File: config.mk
export PLATFORM = sky130hd
export DESIGN_NAME = ppf_port_ctl
export DESIGN_NICKNAME = d
export VERILOG_FILES = /design/src/verilog/ppf_pkg.sv /design/src/verilog/ppf_regfile.sv /design/src/verilog/ppf_port_ctl.sv
export SDC_FILE = /design/constraint.sdc
export NUM_CORES = 1
export LEC_CHECK = 0
export BUFFER_PORTS_ARGS = -buffer_cell sky130_fd_sc_hd__clkbuf_2
export CELL_PAD_IN_SITES_DETAIL_PLACEMENT = 1
export CELL_PAD_IN_SITES_GLOBAL_PLACEMENT = 2
export CORE_UTILIZATION = 37
export DETAILED_ROUTE_END_ITERATION = 12
export MAX_ROUTING_LAYER = met4
export PLACE_DENSITY_LB_ADDON = 0.1
export SYNTH_ARGS = -nofsm -noshare
export SYNTH_HDL_FRONTEND = slang
export SYNTH_SLANG_ARGS = --single-unit
export TNS_END_PERCENT = 30
File: constraint.sdc
create_clock -name i_clk_sys -period 4.52 [get_ports i_clk_sys]
set_clock_uncertainty 0.15 [all_clocks]
set_input_delay 0.226 -clock i_clk_sys [delete_from_list [all_inputs] [get_ports i_clk_sys]]
set_output_delay 0.226 -clock i_clk_sys [all_outputs]
set_load 0.1 [all_outputs]
File: src/verilog/ppf_pkg.sv
package ppf_pkg;

	// number of ports served by one register nibble
	localparam int PORTS = 4;

	// command codes of the two registers
	localparam logic [7:0] CMD_PRIO_CUT = 8'h15;
	localparam logic [7:0] CMD_TIMING = 8'h16;

	// reset values
	localparam logic [7:0] PRIO_CUT_RST = 8'h00;
	localparam logic [7:0] TIMING_RST = 8'h00;
	localparam logic [7:0] UNMAPPED_RD = 8'h00;

	// clock and fault cool-down time
	localparam int CLK_MHZ = 250;
	localparam int COOL_TIME_MS = 1000;
	localparam int COOL_CYC = COOL_TIME_MS * 1000 * CLK_MHZ;
	localparam int COOL_W = 28;

	// timeout of a 2-bit timing field: base cycles shifted by field code
	localparam int TMO_BASE_CYC = 16;
	localparam int TMO_W = 16;

	// priority register: bits 7-4 shutdown priority, bits 3-0 cut disable
	typedef struct packed {
		logic [PORTS-1:0] shutdown_priority_bits;
		logic [PORTS-1:0] overcurrent_cut_disable_bits;
	} ppf_prio_cut_s;

	// timing register: 7-6 current limit, 5-4 startup, 3-2 overload, 1-0 disconnect
	typedef struct packed {
		logic [1:0] current_limit_timeout_field;
		logic [1:0] startup_timeout_field;
		logic [1:0] overload_timeout_field;
		logic [1:0] disconnect_timeout_field;
	} ppf_timing_s;

	// per-port inputs from the host command decoder and the port engines
	typedef struct packed {
		logic on_req;
		logic pg_sense;
		logic reset_cmd;
		logic cut_over;
		logic lim_active;
		logic lim_tmo;
		logic ovld_tmo;
		logic disc_tmo;
		logic start_tmo;
		logic cut_flag_clr;
	} ppf_port_in_s;

	// per-port status
	typedef struct packed {
		logic power_enable_status_bit;
		logic power_good_status_bit;
		logic overcurrent_cut_fault;
		logic cooldown;
		logic lim_monitor;
	} ppf_port_out_s;

endpackage

File: src/verilog/ppf_regfile.sv
`timescale 1ns/1ns
module ppf_regfile
(
	// clock and reset
	input wire logic i_clk_sys,
	input wire logic i_reset,
	// host command port
	input wire logic i_cmd_valid,
	input wire logic i_cmd_write,
	input wire logic [7:0] i_cmd_code,
	input wire logic [7:0] i_cmd_wdata,
	output logic [7:0] o_rdata,
	output logic o_rvalid,
	// register contents
	output ppf_pkg::ppf_prio_cut_s o_prio_cut,
	output ppf_pkg::ppf_timing_s o_timing
);

	ppf_pkg::ppf_prio_cut_s prio_cut_reg;
	ppf_pkg::ppf_prio_cut_s prio_cut_next;
	ppf_pkg::ppf_timing_s timing_reg;
	ppf_pkg::ppf_timing_s timing_next;
	logic [7:0] rdata_reg;
	logic [7:0] rdata_next;
	logic rvalid_reg;
	logic rvalid_next;

	always_comb
	begin
		prio_cut_next = prio_cut_reg;
		timing_next = timing_reg;
		rdata_next = rdata_reg;
		rvalid_next = 1'b0;
		if (i_cmd_valid && i_cmd_write)
		begin
			if (i_cmd_code == ppf_pkg::CMD_PRIO_CUT)
				prio_cut_next = i_cmd_wdata;
			else if (i_cmd_code == ppf_pkg::CMD_TIMING)
				timing_next = i_cmd_wdata;
		end
		else if (i_cmd_valid)
		begin
			rvalid_next = 1'b1;
			if (i_cmd_code == ppf_pkg::CMD_PRIO_CUT)
				rdata_next = prio_cut_reg;
			else if (i_cmd_code == ppf_pkg::CMD_TIMING)
				rdata_next = timing_reg;
			else
				rdata_next = ppf_pkg::UNMAPPED_RD;
		end
	end

	always_ff @(posedge i_clk_sys)
	begin
		if (i_reset)
		begin
			prio_cut_reg <= ppf_pkg::PRIO_CUT_RST;
			timing_reg <= ppf_pkg::TIMING_RST;
			rdata_reg <= ppf_pkg::UNMAPPED_RD;
			rvalid_reg <= 1'b0;
		end
		else
		begin
			prio_cut_reg <= prio_cut_next;
			timing_reg <= timing_next;
			rdata_reg <= rdata_next;
			rvalid_reg <= rvalid_next;
		end
	end

	assign o_prio_cut = prio_cut_reg;
	assign o_timing = timing_reg;
	assign o_rdata = rdata_reg;
	assign o_rvalid = rvalid_reg;

endmodule

File: src/verilog/ppf_port_ctl.sv
`timescale 1ns/1ns
// Summary of operation
// - upper nibble picks ports reacting to shutdown
// - priority one: port off; zero: untouched
// - shutdown clears like reset, keeps cool-down
// - cut disable blocks power removal on cut
// - current-limit monitoring stays active regardless
// - disabled cut still flags, timeout half limit
// - timing faults clear power good and enable
// - timing register: four 2-bit fields, reset zero
// - priority register: one byte, read/write, reset zero
module ppf_port_ctl
#(
	parameter int NUM_PORTS = ppf_pkg::PORTS,
	parameter int COOL_CYCLES = ppf_pkg::COOL_CYC,
	parameter int TMO_BASE = ppf_pkg::TMO_BASE_CYC
)
(
	// clock and reset
	input wire logic i_clk_sys,
	input wire logic i_reset,
	// host command port
	input wire logic i_cmd_valid,
	input wire logic i_cmd_write,
	input wire logic [7:0] i_cmd_code,
	input wire logic [7:0] i_cmd_wdata,
	output logic [7:0] o_rdata,
	output logic o_rvalid,
	// fast shutdown
	input wire logic i_fast_shutdown_input,
	// per-port events and status
	input wire ppf_pkg::ppf_port_in_s [NUM_PORTS-1:0] i_port,
	output ppf_pkg::ppf_port_out_s [NUM_PORTS-1:0] o_port
);

	if (NUM_PORTS != ppf_pkg::PORTS)
	begin : g_bad_ports
		$error("port count must match the register nibble width");
	end
	if (COOL_CYCLES < 1 || COOL_CYCLES >= (1 << ppf_pkg::COOL_W))
	begin : g_bad_cool
		$error("cool-down count out of range");
	end
	if (TMO_BASE < 2 || (TMO_BASE << 3) >= (1 << ppf_pkg::TMO_W))
	begin : g_bad_tmo
		$error("timeout base out of range");
	end

	localparam logic [ppf_pkg::COOL_W-1:0] COOL_LOAD = ppf_pkg::COOL_W'(COOL_CYCLES);
	localparam logic [ppf_pkg::TMO_W-1:0] TMO_BASE_V = ppf_pkg::TMO_W'(TMO_BASE);

	ppf_pkg::ppf_prio_cut_s prio_cut;
	ppf_pkg::ppf_timing_s timing;

	ppf_regfile u_regs
	(
		.i_clk_sys(i_clk_sys),
		.i_reset(i_reset),
		.i_cmd_valid(i_cmd_valid),
		.i_cmd_write(i_cmd_write),
		.i_cmd_code(i_cmd_code),
		.i_cmd_wdata(i_cmd_wdata),
		.o_rdata(o_rdata),
		.o_rvalid(o_rvalid),
		.o_prio_cut(prio_cut),
		.o_timing(timing)
	);

	// decodes a 2-bit timing field into a cycle count
	function automatic logic [ppf_pkg::TMO_W-1:0] field_timeout(input logic [1:0] code);
		field_timeout = TMO_BASE_V << code;
	endfunction

	logic [ppf_pkg::TMO_W-1:0] lim_tmo_cyc;
	logic [ppf_pkg::TMO_W-1:0] ovld_tmo_cyc;

	always_comb
	begin
		lim_tmo_cyc = field_timeout(timing.current_limit_timeout_field);
		ovld_tmo_cyc = field_timeout(timing.overload_timeout_field);
	end

	logic [NUM_PORTS-1:0] pe_reg;
	logic [NUM_PORTS-1:0] pe_next;
	logic [NUM_PORTS-1:0] pg_reg;
	logic [NUM_PORTS-1:0] pg_next;
	logic [NUM_PORTS-1:0] cut_flag_reg;
	logic [NUM_PORTS-1:0] cut_flag_next;
	logic [NUM_PORTS-1:0] lim_mon_reg;
	logic [NUM_PORTS-1:0] lim_mon_next;
	logic [ppf_pkg::TMO_W-1:0] cut_cnt_reg [NUM_PORTS];
	logic [ppf_pkg::TMO_W-1:0] cut_cnt_next [NUM_PORTS];
	logic [ppf_pkg::COOL_W-1:0] cool_reg [NUM_PORTS];
	logic [ppf_pkg::COOL_W-1:0] cool_next [NUM_PORTS];

	for (genvar p = 0; p < NUM_PORTS; p++)
	begin : g_port
		logic oss_kill;
		logic cut_dis;
		logic [ppf_pkg::TMO_W-1:0] cut_tmo;
		logic cut_hit;
		logic timing_fault;
		logic off_now;

		always_comb
		begin
			oss_kill = i_fast_shutdown_input
				&& prio_cut.shutdown_priority_bits[p];
			cut_dis = prio_cut.overcurrent_cut_disable_bits[p];
			// disabled cut still times out, at half the limit timeout
			cut_tmo = cut_dis ? (lim_tmo_cyc >> 1) : ovld_tmo_cyc;
			cut_hit = pe_reg[p] && i_port[p].cut_over
				&& (cut_cnt_reg[p] == cut_tmo - 1'b1);
			timing_fault = i_port[p].lim_tmo || i_port[p].ovld_tmo
				|| i_port[p].disc_tmo || i_port[p].start_tmo
				|| (cut_hit && !cut_dis);
			off_now = timing_fault || oss_kill || i_port[p].reset_cmd;

			// cut timer runs only while powered and over threshold
			if (pe_reg[p] && i_port[p].cut_over && cut_cnt_reg[p] < cut_tmo)
				cut_cnt_next[p] = cut_cnt_reg[p] + 1'b1;
			else if (pe_reg[p] && i_port[p].cut_over)
				cut_cnt_next[p] = cut_cnt_reg[p];
			else
				cut_cnt_next[p] = '0;

			// turn-on is held off during cool-down and while shut down
			if (off_now)
				pe_next[p] = 1'b0;
			else if (i_port[p].on_req && cool_reg[p] == '0)
				pe_next[p] = 1'b1;
			else
				pe_next[p] = pe_reg[p];

			if (off_now)
				pg_next[p] = 1'b0;
			else
				pg_next[p] = pe_reg[p] && i_port[p].pg_sense;

			// a new cut event wins over any clear in the same cycle
			if (cut_hit)
				cut_flag_next[p] = 1'b1;
			else if (i_port[p].cut_flag_clr || oss_kill || i_port[p].reset_cmd)
				cut_flag_next[p] = 1'b0;
			else
				cut_flag_next[p] = cut_flag_reg[p];

			// shutdown leaves the cool-down running; reset command cancels it
			if (i_port[p].reset_cmd)
				cool_next[p] = '0;
			else if (timing_fault)
				cool_next[p] = COOL_LOAD;
			else if (cool_reg[p] != '0)
				cool_next[p] = cool_reg[p] - 1'b1;
			else
				cool_next[p] = cool_reg[p];

			// limit monitoring ignores the cut disable bit
			lim_mon_next[p] = pe_reg[p] && i_port[p].lim_active;
		end

		always_ff @(posedge i_clk_sys)
		begin
			if (i_reset)
			begin
				cut_cnt_reg[p] <= '0;
				cool_reg[p] <= '0;
			end
			else
			begin
				cut_cnt_reg[p] <= cut_cnt_next[p];
				cool_reg[p] <= cool_next[p];
			end
		end

		assign o_port[p].power_enable_status_bit = pe_reg[p];
		assign o_port[p].power_good_status_bit = pg_reg[p];
		assign o_port[p].overcurrent_cut_fault = cut_flag_reg[p];
		assign o_port[p].cooldown = (cool_reg[p] != '0);
		assign o_port[p].lim_monitor = lim_mon_reg[p];
	end

	always_ff @(posedge i_clk_sys)
	begin
		if (i_reset)
		begin
			pe_reg <= '0;
			pg_reg <= '0;
			cut_flag_reg <= '0;
			lim_mon_reg <= '0;
		end
		else
		begin
			pe_reg <= pe_next;
			pg_reg <= pg_next;
			cut_flag_reg <= cut_flag_next;
			lim_mon_reg <= lim_mon_next;
		end
	end

endmodule

==> results of run 1 <==
## area by class of cell
type,count,area (µm²),share of cell area
clock buffer,38,767,0.0612
sequential,217,4340,0.347
multi-input combinational,919,5980,0.478
inverter,15,56.3,0.00449
tap,378,473,0.0378
timing repair buffer,124,781,0.0623
clock inverter,9,123,0.00979
## what timing repair did
| action | in CTS | in global routing |
|---|---|---|
| hold buffers | 29 | 0 |
| endpoints found under the hold margin | 32 | 0 |
| setup buffers | 0 | 0 |
## metal layers
layer,vias up,global-route usage,part of all wire
met4,0,0.0415,0.018
li1,4545,-,-
met5,-,-,0
met3,34,0.0236,0.026
met2,101,0.309,0.45
met1,4306,0.261,0.50
## report_power, final
part,internal (mW),switching [mW]
clock,1.34,0.822
combinational,0.161,0.234
sequential,1.95,0.0332
total,3.45,1.09
## worst paths after layout
check,endpoint,slack [ns],cells after the start
min reg2reg,cut_cnt_reg[3][8],0.31,2
max,cool_reg[2][16],0.70,12
min,cool_reg[3][12],0.03,3
max reg2reg,cool_reg[2][16],0.70,12
## cell families (layout without fill, tap and decap cells)
group	count (synthesis)	in the layout	synth area share
adder cells (fa/ha/maj)	37	37	0.0438
AND/OR/NAND/NOR	552	552	0.289
buffers and inverters	62	186	0.0237
AO/OA/AOI/OAI	188	188	0.113
XOR/XNOR	122	122	0.101
flip-flops	217	217	0.411
multiplexers	20	20	0.0190
## cell usage in the layout (no fill, tap or decap), types with 5 or more instances in the layout
cell type / count
nor3_1: 44
nor4_1: 48
o21a_1: 6
nand4b_1: 6
clkbuf_2: 89
or3_1: 20
nand3_1: 39
a22oi_1: 8
clkbuf_1: 6
o21ai_0: 22
a211oi_1: 24
a31oi_1: 20
and3b_1: 10
and3_1: 14
inv_1: 15
dfxtp_1: 217
and2_1: 34
nand2b_1: 12
or2_2: 5
nand3b_1: 20
dlygate4sd3_1: 29
o31ai_1: 6
ha_1: 37
clkbuf_16: 27
nor2b_1: 14
nor2_1: 156
a21oi_1: 71
nor4_2: 5
clkbuf_8: 5
or4_1: 14
buf_4: 6
nor4b_1: 8
nand2_1: 52
nor3b_1: 12
nand4_1: 18
mux2i_1: 19
clkinv_2: 5
xnor2_1: 70
xor2_1: 52
## through the flow
stage | worst slack, ns | hold slack, ns | instance area, µm²
CTS | 0.641 | 0.0148 | 12500
detailed placement | 0.677 | 0.294 | 11300
floorplan | 1.12 | 0.206 | 10600
finish | 0.697 | 0.0316 | 12500
global route | 0.380 | 0.0434 | 12500
global placement | 0.770 | 0.289 | 11300
## worst max-delay path: stages, from the launching register on
cell	delay, ns
dfxtp_1	0.47
nor2b_1	0.40
a21oi_1	0.16
ha_1	0.29
o21a_1	0.13
ha_1	0.19
or3_1	0.30
a211o_1	0.31
nor4b_1	0.27
a21oi_1	0.12
buf_4	0.21
nand2b_1	0.55
nor2_1	0.12
==> metrics.md, run 1 <==
| Metric | Value |
|---|---|
| Clk Latency, worst-skew pair | 0.53 ns |
| Pwr Density | 362 nW/µm² |
| Syn avg cell area | 8.83 µm² |
| Minimum clock period | 3.82 ns |
| Initial drt markers | 314 |
| Worst EP required | 4.75 ns |
| Share of cells above drive strength 1 | 0.123 |
| Cell count after synthesis | 1198 |
| RSZ-0062 raised after global routing | false |
| GP Congestion | 0.765 |
| Largest net degree at the start of global routing | 38 |
| Crit start category | register |
| Die Span X | 171 µm |
| Post-layout util | 0.448 |
| CTS Sinks | 217 |
| Chip height | 171 µm |
| Cell taking the most area after synthesis | dfxtp_1 |
| CTS buffer count | 26 |
| Full die area | 29300 µm² |
| Number of port buffers | 89 |
| Async S/R FF share, synth | 0 |
| Placed cells | 1624 |
| Area share of the largest cell type after synthesis | 0.411 |
| Final count of negative-setup-slack endpoints | 0 |
| MaxCap Viol Count | 0 |
| Worst-path maximum fanout | 17 |
| Nets | 1401 |
| Clk slew on worst S/H paths | 0.06 ns |
| Routed WL | 27.5 mm |
| Resized Gates After CTS | 0 |
| Fmax | 262 MHz |
| Layout Cells excl Fill | 1700 |
| CTS tree | yes |
| Synth area leaders | dfxtp_1 (41%), xnor2_1 (5.8%), nor2_1 (5.5%) |
| Max VDD drop | 0.000228 V |
| Drt wl/cell | 16.2 µm |
| CP Class | register to register |
| Reg2reg start | u_regs.o_timing[7] |
| Count leader, synth | dfxtp_1 |
| Number of flops mapped to enable cells by yosys | 0 |
| # fillers | 3269 |
| Initial DRT Pass Iterations | 4 |
| Clock buffer depth | 3 |
| Mapped Area | 10600 µm² |
| Diode count | 0 |
| Global route overflow | 0 |
| Max reg flops | 112 |
| Vias in the first global route | 8941 |
| Final Cycle Share | 0.846 |
| First-pass GRT wire length | 45.1 mm |
| Pwr Total | 4.54 mW |
| Worst-Margin Slew | 1.09 ns |
| Area growth syn-to-layout | 18.4% |
| Sequential area share after synthesis | 0.411 |
| Row Count | 61 |
| Placeable Area | 27900 µm² |
| Final setup TNS | 0 ns |
| Vias/cell | 5.29 |
| Initial core utilization | 0.379 |
| Hold Crit Class | input pin to register |
| GRT Util Overall | 0.194 |
| Post-synth top cells | dfxtp_1 (217), nor2_1 (156), a21oi_1 (71) |
| Ys flop type | dfxtp_1 |
| DP HPWL | 19.2 mm |
| Netlist cell types | 61 |
| Drc violations | 0 |
| Leak Pwr | 5.05 nW |
| #FFs+latches synth | 217 |
| Fin. max-slew vios | 0 |
| Num ports | 90 |
| Synthesis Warnings | 0 |
| Status | completed |
| Endpoints failing hold | 0 |
| Antenna-violating nets left | 0 |
| Hold Startpoint | i_port[37] |
| Post-synth net total | 1296 |
| H-tree Lvls | 1 |
| Max-slew headroom at the worst pin | 0.270 |
| CP arrival | 4.05 ns |
| CP Capture Type | register |
| Startpoint of the worst setup timing path | u_regs.o_timing[7] |
| CTS root buffer | clkbuf_16 |
| DR vias | 8986 |
| Initial antenna violation count | 0 |
Note: power is estimated with default switching activity, not from simulation.
==> run 2, diff against run 1 <==
- CORE_UTILIZATION: 37 -> 34
- clock period: 4.52 -> 3.5 ns (I/O delays scaled with it)
==> run 2 against run 1 <==
Effect of this change: flip-flop and latch count is the same; worst setup slack lost 0.50 ns; hold slack lost 0.022 ns; global-route usage shrank 1.2 points; critical path type unchanged; critical endpoint is now pg_reg[1].
==> metrics.md, run 2 (synthesis gave the netlist of run 1 again) <==
| Metric | Value |
|---|---|
| Status | completed |
| Largest net degree at the start of global routing | 30 (-21%) |
| DR vias | 9140 (+1.7%) |
| Final Cycle Share | 0.945 (+0.0990) |
| GR Util met3 | 0.0215 (-0.00207) |
| Area growth syn-to-layout | 21.7% |
| Num ports | 90 (unchanged) |
| Full die area | 31800 µm² (+8.7%) |
| Worst EP required | 3.75 ns (-1.00 ns) |
| Initial DRT Pass Iterations | 4 (unchanged) |
| MaxCap Viol Count | 0 (unchanged) |
| Fin. max-slew vios | 0 (unchanged) |
| Minimum clock period | 3.31 ns (-0.516 ns) |
| Hold Startpoint | i_port[36] |
| GRT met1 Usage | 0.242 (-0.0198) |
| Met2 usage | 0.293 (-0.0159) |
| Clk Latency, worst-skew pair | 0.53 ns (about the same) |
| Max-slew headroom at the worst pin | 0.276 (+0.00538) |
| Net Sw Power | 1.43 mW (+32%) |
| Row Count | 64 (+4.9%) |
| Setup Fix Bufs, Post-CTS | 0 (unchanged) |
| DP HPWL | 19.8 mm (+2.9%) |
| CTS buffer count | 27 (+3.8%) |
| Global route overflow | 0 (unchanged) |
| Fmax | 302 MHz (+16%) |
| Antenna-violating nets left | 0 (unchanged) |
| Final hold slack | 0.00986 ns (-0.0217 ns) |
| Hold Crit Class | input pin to register |
| Clk slew on worst S/H paths | 0.06 ns (about the same) |
| Final setup TNS | 0 ns (unchanged) |
| CTS tree | yes |
| Max reg flops | 112 (unchanged) |
| Chip height | 178 µm (+4.3%) |
| Clock buffer depth | 3 (unchanged) |
| RSZ-0062 raised after global routing | true |
| Die Span X | 178 µm (+4.3%) |
| Reg2reg start | u_regs.o_prio_cut[1] |
| Placeable Area | 30600 µm² (+9.5%) |
| Vias/cell | 5.21 (-1.4%) |
| CP Capture Type | register |
| CTS root buffer | clkbuf_16 |
| Vias in the first global route | 8996 (+0.62%) |
| Nets | 1435 (+2.4%) |
| Initial core utilization | 0.346 (-0.0329) |
| Crit start category | register |
| Leak Pwr | 5.23 nW (+3.6%) |
| Drc violations | 0 (unchanged) |
| Worst-path maximum fanout | 9 (-8) |
| Share of cells above drive strength 1 | 0.144 (+0.0211) |
| Initial drt markers | 297 (-5.4%) |
| Startpoint of the worst setup timing path | u_regs.o_prio_cut[1] |
| CP Class | register to register |
| Number of port buffers | 89 (unchanged) |
| Internal Power | 4.50 mW (+30%) |
| Sequential share of power | 0.431 (-0.006) |
| GP Congestion | 0.775 (+1.3%) |
| Max VDD drop | 0.000349 V (+53%) |
| Placed cells | 1669 (+2.8%) |
| Comb power frac | 0.089 (+0.002) |
| Pwr Density | 461 nW/µm² (+27%) |
| Initial antenna violation count | 0 (unchanged) |
| CP arrival | 3.56 ns (-0.49 ns) |
| Post-layout util | 0.421 (-0.0275) |
| Routed WL | 28.2 mm (+2.7%) |
| Commonest non-fill, non-tap cell in the layout | dfxtp_1 |
| Drt wl/cell | 16.1 µm (-0.42%) |
| Global routing's busiest layer | met2 |
| Endpoints failing hold | 0 (unchanged) |
| Commonest non-fill, non-tap cells in the layout | dfxtp_1 (215), nor2_1 (156), clkbuf_2 (89) |
| Layout Cells excl Fill | 1754 (+3.2%) |
| Sw frac | 0.242 (+0.00156) |
| Clk pwr share | 0.480 (+0.004) |
| First-pass GRT wire length | 45.8 mm (+1.6%) |
| Pwr Total | 5.93 mW (+31%) |
| Worst-Margin Slew | 1.08 ns (-0.00805 ns) |
| CTS Sinks | 217 (unchanged) |
| GRT Util Overall | 0.181 (-0.0123) |
| Final count of negative-setup-slack endpoints | 0 (unchanged) |
| Diode count | 0 (unchanged) |
| H-tree Lvls | 1 (unchanged) |
run 2: per-stage QoR:
step | cell area, µm² | setup WS (ns)
final | 12900 | 0.193
after global routing | 12900 | -0.0323
after CTS | 12800 | 0.0128
after detailed placement | 11600 | 0.0123
after global placement | 11600 | 0.145
after floorplan | 10600 | 0.0956
run 2: power by group through the flow:
stage,registers [mW],clock network (mW),logic (mW)
final,2.56,2.85,0.525
after global routing,2.56,3.06,0.587
after CTS,2.56,2.96,0.532
after detailed placement,2.61,0,0.499
after global placement,2.61,0,0.494
after floorplan,2.64,0,0.329
run 2: what timing repair did:
action	CTS	global route
resized for setup	2	7
pin swaps	0	2
gates cloned	0	1
hold buffers	34	0
setup endpoints to repair	2	54
endpoints found under the hold margin	70	0
run 2: routing by layer:
layer | wire length (µm) | part of all wire | vias to the layer above
met3 | 858 | 0.030 | 30
met2 | 12800 | 0.45 | 106
met1 | 14200 | 0.50 | 4388
met4 | 408 | 0.014 | 0
li1 | - | - | 4616
met5 | 0 | 0 | -
run 2: final timing paths:
check,to,cells after the start,slack (ns)
min,cut_flag_reg[3],5,0.01
min reg2reg,cut_flag_reg[3],2,0.31
max reg2reg,pg_reg[1],11,0.19
max,pg_reg[1],11,0.19
run 2: worst max-delay path: stages, from the launching register on:
cell and delay [ns]:
dfxtp_1 0.42, nor3_2 0.23, a21oi_1 0.09, ha_1 0.27, and3_1 0.16, ha_1 0.18, or3_1 0.31, a2111oi_1 0.40
nand4_1 0.23, a311oi_4 0.38, or3b_4 0.29, a211oi_1 0.07
run 2: layout make-up:
type	count	area, µm²
Clock inverter	5	85.1
Inverter	15	56.3
Timing Repair Buffer	156	1030
Sequential cell	217	4350
Fill cell	3628	17700
Tap cell	396	495
Clock buffer	45	833
Multi-Input combinational cell	920	6030
